**src/common/prpr_pkg.sv**
```systemverilog
/*
 Shared constants for the power receiver parameter record block.
 Assumes one 100 MHz clock and an 8-bit register port.
*/
package prpr_pkg;
	// Port address map
	localparam logic [5:0] STAT_BASE = 6'h00;
	localparam logic [5:0] DYN_BASE = 6'h20;
	localparam logic [5:0] STATUS_ADDR = 6'h3f;
	localparam int REC_LEN = 20;

	// Static record octets
	localparam logic [4:0] ST_VALID = 5'h00;
	localparam logic [4:0] ST_PROTO = 5'h01;
	localparam logic [4:0] ST_CATEGORY = 5'h03;
	localparam logic [4:0] ST_CAPAB = 5'h04;
	localparam logic [4:0] ST_HWREV = 5'h05;
	localparam logic [4:0] ST_FWREV = 5'h06;
	localparam logic [4:0] ST_MAXPOW = 5'h07;
	localparam logic [4:0] ST_VMIN = 5'h08;
	localparam logic [4:0] ST_DELTA = 5'h0e;
	localparam logic [4:0] ST_RSV_LO = 5'h10;

	// Static field layout and reset values
	localparam int ST_DELTA_VALID_BIT = 7;
	localparam logic [7:0] ST_VALID_MASK = 8'h80;
	localparam logic [7:0] CAPAB_MASK = 8'hf8;
	localparam logic [7:0] CAT_MIN = 8'h01;
	localparam logic [7:0] CAT_MAX = 8'h05;
	localparam logic [7:0] CAT_RESET = 8'h01;

	// Dynamic record octets
	localparam logic [4:0] DY_VALID = 5'h00;
	localparam logic [4:0] DY_VRECT = 5'h01;
	localparam logic [4:0] DY_IRECT = 5'h03;
	localparam logic [4:0] DY_VOUT = 5'h05;
	localparam logic [4:0] DY_IOUT = 5'h07;
	localparam logic [4:0] DY_TEMP = 5'h09;
	localparam logic [4:0] DY_VMIN = 5'h0a;
	localparam logic [4:0] DY_VSET = 5'h0c;
	localparam logic [4:0] DY_VHIGH = 5'h0e;
	localparam logic [4:0] DY_ALERT = 5'h10;
	localparam logic [4:0] DY_RSV_LO = 5'h11;

	// Dynamic validity and alert bits
	localparam int VB_VOUT = 7;
	localparam int VB_IOUT = 6;
	localparam int VB_TEMP = 5;
	localparam int VB_VMIN = 4;
	localparam int VB_VSET = 3;
	localparam int VB_VHIGH = 2;
	localparam int AB_PORT = 1;

	// Status register bits
	localparam int SB_LATE = 0;
	localparam int SB_SNAP = 1;

	// Poll supervision time
	localparam int CLK_MHZ = 100;
	localparam int POLL_TIME_MS = 250;
	localparam int POLL_CYCLES_DOC = POLL_TIME_MS * CLK_MHZ * 1000;
	localparam int POLL_CW = 25;
endpackage

```
**src/hw/prpr_records.sv**
```systemverilog
/*
 Static and dynamic parameter record formatter of a wireless power receiver.
 Assumes the radio stack reads records octet by octet over the register port,
 and that measurement inputs come from logic on ref_clk.
*/
// The address map and the plain strobed port were left to the implementer.
// Operation
// - Category write accepted only for 1..5
// - Capability bits 7..3 flags, 2..0 zero
// - Maximum power byte in 100 mW steps
// - Static voltages are 16-bit millivolts
// - Resistance delta 16-bit, 0.01 ohm steps
// - Hardware, firmware revisions are maker values
// - Dynamic record is twenty octets, fixed order
// - Dynamic validity bits 7..2, 1..0 zero
// - Unflagged optional fields read as zero
// - Rectifier voltage 16-bit millivolts
// - Rectifier current 16-bit milliamperes
// - Charge port voltage, current 16-bit
// - Temperature byte offset by forty degrees
// - Dynamic voltage targets 16-bit millivolts
// - Alert byte bits 7..1, bit 0 zero
// - Charge port bit follows active output
// - Static record twenty octets, delta flag bit7
`timescale 1ns/1ps
module prpr_records
	import prpr_pkg::*;
#(
	parameter int POLL_CYCLES = POLL_CYCLES_DOC,
	parameter logic [7:0] PROTO_REV = 8'h00
) (
	// Clock and reset
	input wire logic ref_clk,
	input wire logic rst_n,
	// Register port
	input wire logic [5:0] addr,
	input wire logic [7:0] wrData,
	input wire logic wrStb,
	input wire logic rdStb,
	output logic [7:0] rdData,
	// Measurements
	input wire logic [15:0] rectVoltage,
	input wire logic [15:0] rectCurrent,
	input wire logic [15:0] outVoltage,
	input wire logic [15:0] outCurrent,
	input wire logic [7:0] temperature,
	input wire logic [15:0] dynMinVoltage,
	input wire logic [15:0] dynSetVoltage,
	input wire logic [15:0] dynHighVoltage,
	input wire logic [7:2] measValid,
	input wire logic [7:2] alertFlags,
	input wire logic chargePortActive,
	// Status
	output logic pollLate
);
	if (POLL_CYCLES < 2 || POLL_CYCLES >= (1 << POLL_CW)) begin : g_chk
		$error("POLL_CYCLES out of range");
	end

	// Octets software may change in the static record
	function automatic logic [7:0] statMask(input logic [4:0] idx);
		logic [7:0] m;
		m = 8'hff;
		if (idx == ST_VALID) begin
			m = ST_VALID_MASK;
		end else if (idx == ST_CAPAB) begin
			m = CAPAB_MASK;
		end else if (idx == ST_PROTO || idx == 5'h02 || idx >= ST_RSV_LO) begin
			m = 8'h00;
		end
		return m;
	endfunction

	logic [7:0] statRec_r [0:REC_LEN-1];
	logic [7:0] dynSnap_r [0:REC_LEN-1];
	logic [7:0] dynLive [0:REC_LEN-1];
	logic [7:0] rdData_r;
	logic [7:0] rdData_nxt;
	logic [POLL_CW-1:0] pollCnt_r;
	logic pollLate_r;
	logic snapSeen_r;

	wire [4:0] idx = addr[4:0];
	wire inStat = (addr[5] == 1'b0) && (idx < 5'd20);
	wire inDyn = (addr[5] == 1'b1) && (idx < 5'd20);
	wire snapTake = rdStb && (addr == DYN_BASE);
	wire catLegal = (wrData >= CAT_MIN) && (wrData <= CAT_MAX);
	wire statWr = wrStb && inStat && ((idx != ST_CATEGORY) || catLegal);
	wire [7:0] mask = statMask(idx);
	wire deltaOk = statRec_r[ST_VALID][ST_DELTA_VALID_BIT];

	// Static record storage
	// Revisions stored as written
	always_ff @(posedge ref_clk or negedge rst_n) begin
		if (!rst_n) begin
			for (int i = 0; i < REC_LEN; i++) begin
				statRec_r[i] <= 8'h00;
			end
			statRec_r[ST_CATEGORY] <= CAT_RESET;
			statRec_r[ST_PROTO] <= PROTO_REV;
		end else if (statWr) begin
			statRec_r[idx] <= (statRec_r[idx] & ~mask) | (wrData & mask);
		end
	end

	assign dynLive[DY_VALID] = {measValid, 2'b00};
	assign dynLive[DY_VRECT] = rectVoltage[7:0];
	assign dynLive[DY_VRECT+1] = rectVoltage[15:8];
	assign dynLive[DY_IRECT] = rectCurrent[7:0];
	assign dynLive[DY_IRECT+1] = rectCurrent[15:8];
	// Optional fields zeroed unless valid
	assign dynLive[DY_VOUT] = measValid[VB_VOUT] ? outVoltage[7:0] : 8'h00;
	assign dynLive[DY_VOUT+1] = measValid[VB_VOUT] ? outVoltage[15:8] : 8'h00;
	assign dynLive[DY_IOUT] = measValid[VB_IOUT] ? outCurrent[7:0] : 8'h00;
	assign dynLive[DY_IOUT+1] = measValid[VB_IOUT] ? outCurrent[15:8] : 8'h00;
	assign dynLive[DY_TEMP] = measValid[VB_TEMP] ? temperature : 8'h00;
	assign dynLive[DY_VMIN] = measValid[VB_VMIN] ? dynMinVoltage[7:0] : 8'h00;
	assign dynLive[DY_VMIN+1] = measValid[VB_VMIN] ? dynMinVoltage[15:8] : 8'h00;
	assign dynLive[DY_VSET] = measValid[VB_VSET] ? dynSetVoltage[7:0] : 8'h00;
	assign dynLive[DY_VSET+1] = measValid[VB_VSET] ? dynSetVoltage[15:8] : 8'h00;
	assign dynLive[DY_VHIGH] = measValid[VB_VHIGH] ? dynHighVoltage[7:0] : 8'h00;
	assign dynLive[DY_VHIGH+1] = measValid[VB_VHIGH] ? dynHighVoltage[15:8] : 8'h00;
	// Charge port bit from live output
	assign dynLive[DY_ALERT] = {alertFlags, chargePortActive, 1'b0};
	assign dynLive[DY_RSV_LO] = 8'h00;
	assign dynLive[DY_RSV_LO+1] = 8'h00;
	assign dynLive[DY_RSV_LO+2] = 8'h00;

	// Snapshot on the first octet keeps a multi-octet read coherent
	always_ff @(posedge ref_clk or negedge rst_n) begin
		if (!rst_n) begin
			for (int i = 0; i < REC_LEN; i++) begin
				dynSnap_r[i] <= 8'h00;
			end
		end else if (snapTake) begin
			for (int i = 0; i < REC_LEN; i++) begin
				dynSnap_r[i] <= dynLive[i];
			end
		end
	end

	// Watch for an overdue record read
	always_ff @(posedge ref_clk or negedge rst_n) begin
		if (!rst_n) begin
			pollCnt_r <= '0;
			pollLate_r <= 1'b0;
			snapSeen_r <= 1'b0;
		end else if (snapTake) begin
			pollCnt_r <= '0;
			pollLate_r <= 1'b0;
			snapSeen_r <= 1'b1;
		end else if (pollCnt_r == POLL_CW'(POLL_CYCLES - 1)) begin
			pollLate_r <= 1'b1;
		end else begin
			pollCnt_r <= pollCnt_r + POLL_CW'(1);
		end
	end

	wire deltaOct = (idx == ST_DELTA) || (idx == ST_DELTA + 5'd1);
	wire [7:0] statByte = (deltaOct && !deltaOk) ? 8'h00 : statRec_r[idx];
	// Octet zero answered live, rest from snapshot
	wire [7:0] dynByte = (idx == DY_VALID) ? dynLive[DY_VALID] : dynSnap_r[idx];
	wire [7:0] statusByte = {6'b0, snapSeen_r, pollLate_r};

	// Unmapped addresses read as zero
	always_comb begin
		rdData_nxt = 8'h00;
		if (rdStb) begin
			if (inStat) begin
				rdData_nxt = statByte;
			end else if (inDyn) begin
				rdData_nxt = dynByte;
			end else if (addr == STATUS_ADDR) begin
				rdData_nxt = statusByte;
			end
		end
	end

	always_ff @(posedge ref_clk or negedge rst_n) begin
		if (!rst_n) begin
			rdData_r <= 8'h00;
		end else begin
			rdData_r <= rdData_nxt;
		end
	end

	assign rdData = rdData_r;
	assign pollLate = pollLate_r;

	property p_cat_legal;
		@(posedge ref_clk) disable iff (!rst_n)
		rdStb && addr == STAT_BASE + 6'(ST_CATEGORY) |=> rdData >= CAT_MIN && rdData <= CAT_MAX;
	endproperty
	a_cat_legal: assert property (p_cat_legal) else $error("category out of range");

	property p_cap_rsv;
		@(posedge ref_clk) disable iff (!rst_n)
		rdStb && addr == STAT_BASE + 6'(ST_CAPAB) |=> rdData[2:0] == 3'b000;
	endproperty
	a_cap_rsv: assert property (p_cap_rsv) else $error("capability reserved bits set");

	property p_maxpow;
		@(posedge ref_clk) disable iff (!rst_n)
		wrStb && addr == STAT_BASE + 6'(ST_MAXPOW) ##1 rdStb && addr == STAT_BASE + 6'(ST_MAXPOW)
			|=> rdData == $past(wrData, 2);
	endproperty
	a_maxpow: assert property (p_maxpow) else $error("max power readback wrong");

	property p_vmin;
		@(posedge ref_clk) disable iff (!rst_n)
		wrStb && addr == STAT_BASE + 6'(ST_VMIN) ##1 rdStb && addr == STAT_BASE + 6'(ST_VMIN)
			|=> rdData == $past(wrData, 2);
	endproperty
	a_vmin: assert property (p_vmin) else $error("static voltage readback wrong");

	property p_delta_zero;
		@(posedge ref_clk) disable iff (!rst_n)
		rdStb && addr == STAT_BASE + 6'(ST_DELTA) && !deltaOk |=> rdData == 8'h00;
	endproperty
	a_delta_zero: assert property (p_delta_zero) else $error("unflagged delta not zero");

	property p_vrect_lsb;
		@(posedge ref_clk) disable iff (!rst_n)
		snapTake ##1 rdStb && addr == DYN_BASE + 6'(DY_VRECT) && !snapTake
			|=> rdData == $past(rectVoltage[7:0], 2);
	endproperty
	a_vrect_lsb: assert property (p_vrect_lsb) else $error("rectifier voltage low octet");

	property p_port_bit;
		@(posedge ref_clk) disable iff (!rst_n)
		snapTake |=> dynSnap_r[DY_ALERT][AB_PORT] == $past(chargePortActive)
			&& dynSnap_r[DY_ALERT][0] == 1'b0;
	endproperty
	a_port_bit: assert property (p_port_bit) else $error("charge port bit wrong");

	property p_valid_rsv;
		@(posedge ref_clk) disable iff (!rst_n)
		rdStb && addr == DYN_BASE |=> rdData[1:0] == 2'b00 && rdData[7:2] == $past(measValid);
	endproperty
	a_valid_rsv: assert property (p_valid_rsv) else $error("dynamic validity byte wrong");

	property p_dyn_rsv;
		@(posedge ref_clk) disable iff (!rst_n)
		rdStb && inDyn && idx >= DY_RSV_LO |=> rdData == 8'h00;
	endproperty
	a_dyn_rsv: assert property (p_dyn_rsv) else $error("dynamic reserved octet nonzero");

	property p_late;
		@(posedge ref_clk) disable iff (!rst_n)
		snapTake |=> !pollLate ##1 !pollLate;
	endproperty
	a_late: assert property (p_late) else $error("late flag right after read");

	property p_rd_idle;
		@(posedge ref_clk) disable iff (!rst_n)
		!rdStb |=> rdData == 8'h00;
	endproperty
	a_rd_idle: assert property (p_rd_idle) else $error("read data outside read slot");
endmodule

```
**config.mk**
```make
export PLATFORM = sky130hd
export DESIGN_NAME = prpr_records
export DESIGN_NICKNAME = d
export VERILOG_FILES = /design/src/common/prpr_pkg.sv /design/src/hw/prpr_records.sv
export SDC_FILE = /design/constraint.sdc
export NUM_CORES = 1
export LEC_CHECK = 0
export ABC_AREA = 1
export BUFFER_PORTS_ARGS = -buffer_cell sky130_fd_sc_hd__buf_4
export CORE_ASPECT_RATIO = 0.6
export CORE_MARGIN = 2
export CORE_UTILIZATION = 35
export DETAILED_ROUTE_END_ITERATION = 8
export PLACE_DENSITY = 0.57
export SYNTH_ARGS = -nofsm -noshare
export SYNTH_HDL_FRONTEND = slang
export SYNTH_SLANG_ARGS = --single-unit
```
**constraint.sdc**
```tcl
create_clock -name ref_clk -period 2 [get_ports ref_clk]
set_input_delay 0.4 -clock ref_clk [delete_from_list [all_inputs] [get_ports ref_clk]]
set_output_delay 0.4 -clock ref_clk [all_outputs]
set_load 0.03 [all_outputs]
```
==> impl_metrics.yaml, run 1 <==
power_and_ir_drop:
  power.net_switching_w: 0.004688
  p_per_area_nw_per_um2: 842.0
  power_leakage_nw: 10.72
  ir_worst_vdd_v: 0.0004595
  combPwrFrac_pct: 15.6
  switching_share_pct: 27.95
  seq_power_share_pct: 45.9
  p_total_w: 0.01677
  p_int_w: 0.01208
  pwr-share-clk_pct: 38.5
setup_path:
  slowest_delay_ns: 0.38
  critPathBufInv: 4
  worstPathRequired_ns: 2.42
  critical-path-top-delay-family: "simple AND/OR/NAND/NOR gates"
  worst_setup_path_start_kind: "flip-flop"
  end_kind: "flip-flop"
  critical_path_class: "reg2reg"
  slowest_stage: "dfrtp_1"
  r2r_setup_slack_ns: 0.20
  cp_max_fo: 4
  cp_cell_sequence: "ha_1 > nand2_1 > nor3_1 > buf_4 > inv_1 > nor2_1 > inv_1 > nor2_2 > nand2_1 > nand2_1 > inv_1"
  arrival_ns: 2.23
global_routing:
  antenna_found_initial: 0
  grt_max_degree: 58
  grt_use_total_pct: 23.56
  grt_pass1_wl_mm: 84.80
  first_global_vias: 14170
  overflow: 0
cts:
  cts_root_buf: "clkbuf_16"
  cts_tree: "built"
  numCtsBuffers: 34
  cts_num_sinks: 328
  insertion_delay_ns: 0.54
  cts_max_level: 2
  postCtsSetupRepairBufs: 0
  path_clk_slew_ns: 0.06
  clock_path_buffers: 3
timing:
  fin_skew_ns: 0.02420
  relSlewSlack_pct: 61.38
  tightest_slew_ns: 0.5793
  post-route-period-util_pct: 90.15
  hold_viol: 0
  fin_tns_setup_ns: 0
  slew_viol_final: 0
  rsz0062_at_grt: "no"
  setup_viol_count_final: 0
  min_period_ns: 1.803
  fmax_mhz: 554.6
synthesis:
  synthesis.area_um2: 15790
  syn_nets: 2243
  avgSynthCellArea_um2: 7.550
  netlist_top_cells_area: "dfrtp_1 52%, nand2_1 22%, nand3_1 6.3%"
  yosysWarnings: 0
  synth_top_area_share_pct: 51.83
  synth-seq-area-share_pct: 52.00
  synthCells: 2091
  yosysTopAreaCell: "dfrtp_1"
  ys_ff_latch: 328
  synth.distinct_cells: 40
cells_and_area:
  finalInstanceArea_um2: 19920
  area_growth_pct: 26.17
  mostFrequentLayoutCell: "nand2_1"
  diodes: 0
  final_cell_mix: "913 x nand2_1, 327 x dfrtp_1, 294 x buf_4, 199 x nand3_1"
  drive_gt1_share_pct: 18.58
  final_nets: 2455
die:
  fp.dieW_um: 278.2
  core_area_um2: 44670
  pin_count: 160
  die_height_um: 168.5
  fp.dieArea_um2: 46870
  placementRows: 60
  start_util_pct: 35.34
routing:
  avgViaCountPerCell: 5.003
  wl_met1_mm: 27.18
  wl_per_cell_um: 18.76
  ant_nets: 0
  wl_met3_mm: 4.318
  highest_layer: "met4"
  num_vias: 14580
  drc: 0
  drt_iter0_drc: 1620
  routed_wirelength_mm: 54.67
  wl_met2_mm: 21.67
  firstDrtPassIters: 5
min_path:
  min-delay-path-class: "in2reg"
run:
  drv_cap: 0
placement:
  io_buffer_count: 159
  dp_hpwl_mm: 41.19
  gp_congestion: 0.9462
  place_area_um2: 18800
outcome:
  status: "complete, no violations"
-- cell usage after synthesis, drive strengths merged --
library cell	count
o22ai	2
inv	134
nand3	199
o21a	1
xnor2	2
o21ai	126
nor2	101
a22oi	13
a2bb2oi	1
a211oi	2
nor3	14
ha	1
buf	68
dfrtp	327
a32o	14
nor4	3
or2	7
clkbuf	89
nand2	927
xor2	3
o211a	1
a21oi	31
dfstp	1
a31oi	2
a21boi	1
nand4	19
o31ai	1
and2	1
-- worst paths after layout --
check	start	to	cells past startpoint
setup / recovery	pollCnt_r[0]	pollCnt_r[6]	11
hold / removal	rectCurrent[1]	dynSnap_r[129]	3
setup reg to reg	pollCnt_r[0]	pollCnt_r[6]	11
hold reg to reg	statRec_r[153]	statRec_r[153]	0
max in group asynchronous	rst_n	dynSnap_r[82]	3
min in group asynchronous	rst_n	statRec_r[146]	2
-- what timing repair did --
item	4_1_cts	5_1_grt
hold endpoints to repair	46	0
hold buffers	1	0
setup endpoints to repair	0	4
gates resized for setup	0	3
-- state kept, by name (all words and copies together) (netlist names) --
signal and count:
statRec_r 159, dynSnap_r 133, pollCnt_r 25, rdData 8
deltaOk 1, pollLate 1, snapSeen_r 1
-- power by group through the flow --
stage | combinational, W | clock [W] | sequential [W]
global placement | 0.00255 | 0 | 0.00779
detailed placement | 0.00260 | 0 | 0.00781
floorplan | 0.00135 | 0 | 0.00772
CTS | 0.00261 | 0.00660 | 0.00769
global route | 0.00293 | 0.00686 | 0.00777
finish | 0.00261 | 0.00646 | 0.00770
-- cell families after synthesis --
group | after synthesis | share of synthesized area (%)
AND/OR/NAND/NOR | 1271 | 33.08
flip-flops | 328 | 52.00
AO/OA/AOI/OAI | 195 | 6.998
adder cells (fa/ha/maj) | 1 | 0.07925
buffers and inverters | 291 | 7.561
XOR/XNOR | 5 | 0.2775
-- metal layers --
layer  global-route usage (%)  up-vias
met4                    6.228        0
met2                    32.59      560
met5                        0        -
li1                         -     6989
met1                    37.18     6938
met3                    4.334       93
-- worst reg2reg max path, stage by stage (launching register included) --
cell and delay, ns:
dfrtp_1 0.38, ha_1 0.18, nand2_1 0.07, nor3_1 0.21
buf_4 0.17, inv_1 0.05, nor2_1 0.13, inv_1 0.08
nor2_2 0.15, nand2_1 0.13, nand2_1 0.10, inv_1 0.04
-- stage by stage --
step / util [%] / cells / setup WS [ns] / hold WS [ns]
after global routing: 44.59 / 2914 / 0.01025 / 0.06835
after global placement: 42.08 / 2855 / -0.2202 / 0.3649
after CTS: 44.57 / 2914 / 0.06523 / 0.04877
final: 44.59 / 2914 / 0.1970 / 0.06900
after floorplan: - / 2091 / 0.1604 / 0.1044
after detailed placement: 42.08 / 2855 / -0.2138 / 0.3656
-- final cells by class --
cell class,instances,area [um2]
well taps,589,737.0
flip-flops and latches,328,8209
inverters,134,505.5
clock inverters,13,156.4
clock buffers,45,943.4
multi-input cells,1472,6394
fillers,4381,24750
repair buffers,333,2973
Note: power is estimated with default switching activity, not from simulation.
==> inputs of run 2 (changes only) <==
--- a/config.mk
+++ b/config.mk
@@ -12,6 +12,7 @@
 export CORE_UTILIZATION = 35
 export DETAILED_ROUTE_END_ITERATION = 8
 export PLACE_DENSITY = 0.57
+export SETUP_SLACK_MARGIN = 0.5
 export SYNTH_ARGS = -nofsm -noshare
 export SYNTH_HDL_FRONTEND = slang
 export SYNTH_SLANG_ARGS = --single-unit
==> impl_metrics.yaml, run 2 (synthesis gave the netlist of run 1 again) <==
routing:
  drt_iter0_drc: 1576
  wl_per_cell_um: 20.21
  firstDrtPassIters: 7
  avgViaCountPerCell: 5.114
  num_vias: 15180
  routed_wirelength_mm: 59.99
  ant_nets: 0
  drc: 0
timing:
  min_period_ns: 1.728
  post-route-period-util_pct: 86.41
  relSlewSlack_pct: 61.35
  fin_tns_setup_ns: 0
  worst_slack_ns: 0.2719
  holdWs_ns: 0.06571
  fin_skew_ns: 0.02682
  hold_viol: 0
  rsz0062_at_grt: "yes"
  tightest_slew_ns: 0.5797
  slew_viol_final: 0
  fmax_mhz: 578.7
  setup_viol_count_final: 0
cells_and_area:
  ff_latch_area_um2: 8210
  final_cell_mix: "828 x nand2_1, 326 x dfrtp_1, 290 x buf_4, 108 x inv_1, 99 x o21ai_0"
  multiInputGateArea_um2: 7553
  fillers: 4256
  area_growth_pct: 40.38
  reg.largest.list: "statRec_r x159, dynSnap_r x133, pollCnt_r x25"
  finalInstanceArea_um2: 22160
  largest_register_ffs: 159
  mostFrequentLayoutCell: "nand2_1"
  drive_gt1_share_pct: 30.55
  top_register: "statRec_r"
  diodes: 0
  final_nets: 2509
die:
  placementRows: 60
  die_height_um: 168.5
  pin_count: 160
  fp.dieArea_um2: 46870
  core_area_um2: 44670
  start_util_pct: 35.34
  fp.dieW_um: 278.2
placement:
  io_buffer_count: 159
  place_area_um2: 18970
  place_ws_ns: -0.1523
  gp_congestion: 0.9217
  dp_hpwl_mm: 42.04
power_and_ir_drop:
  ir_worst_vdd_v: 0.0004025
  p_total_w: 0.01802
  power_leakage_nw: 11.44
  p_per_area_nw_per_um2: 813.0
cts:
  cts_tree: "built"
  path_clk_slew_ns: 0.07
  cts_max_level: 2
  insertion_delay_ns: 0.54
  cts_num_sinks: 328
  cts_root_buf: "clkbuf_16"
  clock_path_buffers: 3
  numCtsBuffers: 34
global_routing:
  grt_pass1_wl_mm: 88.10
  antenna_found_initial: 0
  grt_max_degree: 95
  grt_use_total_pct: 24.78
  overflow: 0
  first_global_vias: 14550
setup_path:
  end_kind: "flip-flop"
  cp_cell_sequence: "ha_2 > nand2_2 > nor3_4 > nand2_2 > nor2_4 > buf_6 > inv_4 > nor3_4 > xnor2_1 > nor2_1"
  worst_setup_path_start_kind: "flip-flop"
  cp_max_fo: 3
  worstPathRequired_ns: 2.42
  critical_path_class: "reg2reg"
  slowest_stage: "dfrtp_1"
  reg2reg_depth: 10
  slowest_delay_ns: 0.37
  arrival_ns: 2.15
run:
  drv_cap: 0
outcome:
  status: "complete, no violations"
min_path:
  whs_path_depth: 3
  min-delay-path-class: "in2reg"
run 2: cell types whose count changed in the layout (fill, tap and decap cells not counted), moves of 11 or more:
cell     delta
buf_6      +34
nor2_4     +14
a21oi_1    -12
nand2_1    -85
nor2_1     -12
buf_12     +11
nand2_2    +74
nand3_1   -101
o21ai_0    -18
nand3_2    +92
run 2: critical path: cells and delay by family, from the launching register on:
kind,cells,cell delay (ns)
XOR/XNOR,1,0.15
adder cells (fa/ha/maj),1,0.20
buffers and inverters,2,0.17
flip-flops,1,0.37
AND/OR/NAND/NOR,6,0.72
run 2: routing by layer:
metal / track usage, % / up-vias / wire (um)
met5: 0 / - / 0
met4: 7.121 / 0 / 1729
met3: 6.653 / 92 / 5497
met2: 34.03 / 604 / 23710
met1: 37.73 / 7359 / 29060
li1: - / 7129 / -
run 2: through the flow:
step | instances | util (%)
floorplan | 2091 | -
global placement | 2849 | 42.47
detailed placement | 2849 | 42.47
CTS | 2933 | 46.73
global route | 2969 | 49.61
finish | 2969 | 49.61
run 2: final timing paths:
check                                from             end  slack, ns
min                        rectVoltage[7]  dynSnap_r[151]       0.07
max reg2reg                  pollCnt_r[1]   pollCnt_r[24]       0.27
max in group asynchronous           rst_n  dynSnap_r[158]       0.91
min reg2reg                  statRec_r[5]    statRec_r[5]       0.38
min in group asynchronous           rst_n   statRec_r[93]       0.26
max                          pollCnt_r[1]   pollCnt_r[24]       0.27
run 2: final cells by class:
cell class	instances	share of cell area (%)
repair buffers	387	17.47
inverters	134	2.563
well taps	589	3.325
multi-input cells	1472	34.08
flip-flops and latches	328	37.05
clock inverters	14	1.016
clock buffers	45	4.494
run 2: where the power goes:
group	internal (W)	leakage (nW)	switching, W
clock	0.00428	0.598	0.00280
sequential	0.00732	4.23	0.000404
combinational	0.00133	6.62	0.00188
total	0.0129	11.4	0.00509
run 2: what timing repair did:
action	in CTS	in global routing
pin swaps	41	101
resized for setup	113	216
endpoints found under the hold margin	75	0
endpoints found under the setup margin	139	228
gates cloned	3	9
setup buffers	21	27
hold buffers	1	0
==> inputs of run 3 (changes only) <==
--- a/config.mk
+++ b/config.mk
@@ -9,9 +9,9 @@
 export BUFFER_PORTS_ARGS = -buffer_cell sky130_fd_sc_hd__buf_4
 export CORE_ASPECT_RATIO = 0.6
 export CORE_MARGIN = 2
-export CORE_UTILIZATION = 35
+export CORE_UTILIZATION = 40
 export DETAILED_ROUTE_END_ITERATION = 8
-export PLACE_DENSITY = 0.57
+export PLACE_DENSITY = 0.63
 export SETUP_SLACK_MARGIN = 0.5
 export SYNTH_ARGS = -nofsm -noshare
 export SYNTH_HDL_FRONTEND = slang
==> impl_metrics.yaml, run 3 (synthesis gave the netlist of run 1 again) <==
cells_and_area:
  utilization_pct: 63.45
  top_register: "statRec_r"
  mostFrequentLayoutCell: "nand2_1"
  final_cell_mix: "728 x nand2_1, 327 x dfrtp_1, 303 x buf_4, 148 x nand2_2, 106 x inv_1"
  diodes: 0
  instances_no_fill: 3009
  largest_register_ffs: 159
  drive_gt1_share_pct: 40.53
  reg.largest.list: "statRec_r x159, dynSnap_r x133, pollCnt_r x25"
  area_growth_pct: 56.59
  final_nets: 2616
timing:
  slew_viol_final: 0
  min_period_ns: 1.818
  relSlewSlack_pct: 66.46
  fmax_mhz: 550.2
  fin_skew_ns: 0.02434
  rsz0062_at_grt: "yes"
  setup_viol_count_final: 0
  post-route-period-util_pct: 90.88
  fin_tns_setup_ns: 0
  hold_viol: 0
  tightest_slew_ns: 0.4984
setup_path:
  arrival_ns: 2.25
  worst_setup_path_start_kind: "flip-flop"
  end_kind: "flip-flop"
  worstPathRequired_ns: 2.44
  reg2reg_depth: 12
  reg2reg_to: "pollCnt_r[6]"
  critical_path_class: "reg2reg"
  r2r_setup_slack_ns: 0.18
  cp_max_fo: 4
  r2r-start: "pollCnt_r[0]"
die:
  die_height_um: 157.9
  start_util_pct: 40.52
  core_area_um2: 38960
  fp.dieArea_um2: 41120
  fp.dieW_um: 260.5
  pin_count: 160
  placementRows: 56
global_routing:
  grt_max_degree: 76
  grt_pass1_wl_mm: 98.79
  grt_use_total_pct: 32.31
  first_global_vias: 16120
  antenna_found_initial: 0
  overflow: 0
routing:
  ant_nets: 0
  wl_per_cell_um: 22.36
  num_vias: 16500
  firstDrtPassIters: 6
  drc: 0
  drt_iter0_drc: 2015
  routed_wirelength_mm: 67.27
  avgViaCountPerCell: 5.483
cts:
  cts_num_sinks: 328
  path_clk_slew_ns: 0.07
  cts_max_level: 2
  cts_root_buf: "clkbuf_16"
  numCtsBuffers: 34
  cts_tree: "built"
  insertion_delay_ns: 0.54
  clock_path_buffers: 3
min_path:
  whs_path_depth: 3
  min-delay-path-class: "in2reg"
  hold_end: "dynSnap_r[140]"
  hp-start: "rectVoltage[12]"
power_and_ir_drop:
  power_leakage_nw: 12.55
  ir_worst_vdd_v: 0.0004994
  p_per_area_nw_per_um2: 741.5
placement:
  gp_congestion: 1.031
  dp_hpwl_mm: 43.28
  dp.cells: 2795
  io_buffer_count: 159
outcome:
  status: "complete, no violations"
run:
  drv_cap: 0
-- run 3: per-layer routing --
layer | wire length (um) | GRT usage, % | part of all wire, % | up-vias
li1 | - | - | - | 7352
met1 | 29240 | 45.91 | 43 | 8064
met2 | 27740 | 45.34 | 41 | 951
met3 | 8593 | 13.48 | 13 | 128
met4 | 1636 | 7.728 | 2.4 | 2
met5 | 64 | 0 | 0.095 | -
-- run 3: through the flow --
stage | hold WS [ns] | instance area [um2] | power (W) | setup slack [ns]
2_1_floorplan | 0.1044 | 16130 | 0.009128 | 0.2759
3_3_place_gp | 0.3093 | 18860 | 0.01049 | -0.5414
3_5_place_dp | 0.3104 | 18860 | 0.01057 | -0.4425
4_1_cts | 0.04693 | 23620 | 0.01792 | 0.2634
5_1_grt | 0.05117 | 24720 | 0.01898 | 0.1316
6_report | 0.06281 | 24720 | 0.01833 | 0.1824
-- run 3: how the worst max path moves through the flow --
stage | from | end | slack [ns] | cells past startpoint
after CTS | pollCnt_r[0] | pollCnt_r[20] | 0.26 | 10
after global routing | pollCnt_r[0] | pollCnt_r[6] | 0.13 | 12
after global placement | addr[1] | rdData[6] | -0.54 | 13
final | pollCnt_r[0] | pollCnt_r[6] | 0.18 | 12
after detailed placement | addr[1] | rdData[6] | -0.44 | 13
after floorplan | addr[2] | statRec_r[63] | 0.28 | 11
-- run 3: power breakdown --
part / internal (W) / switching (W)
logic: 0.00159 / 0.00221
clock network: 0.00391 / 0.00280
registers: 0.00732 / 0.000493
-- run 3: layout make-up --
class | instances | area, um2
Clock inverter | 11 | 160.2
Timing Repair Buffer | 493 | 5553
Sequential cell | 328 | 8209
Inverter | 134 | 596.8
Timing Repair inverter | 1 | 20.02
Fill cell | 3111 | 14240
Clock buffer | 48 | 1005
Multi-Input combinational cell | 1472 | 8523
Tap cell | 522 | 653.1
-- run 3: timing repair --
action	in CTS	in global routing
buffers inserted	95	20
hold buffers	1	0
hold endpoints to repair	23	0
cloned	34	5
pin swaps	159	121
resized for setup	537	218
endpoints found under the setup margin	277	278
-- run 3: critical path, stage by stage, from the launching register on --
cell	delay [ns]
dfrtp_1	0.39
ha_2	0.22
nand2_2	0.07
nor3_4	0.18
buf_4	0.15
buf_6	0.10
inv_4	0.04
nor2_4	0.11
inv_2	0.06
nor2_4	0.17
nand2_4	0.10
nand2_2	0.07
inv_2	0.03
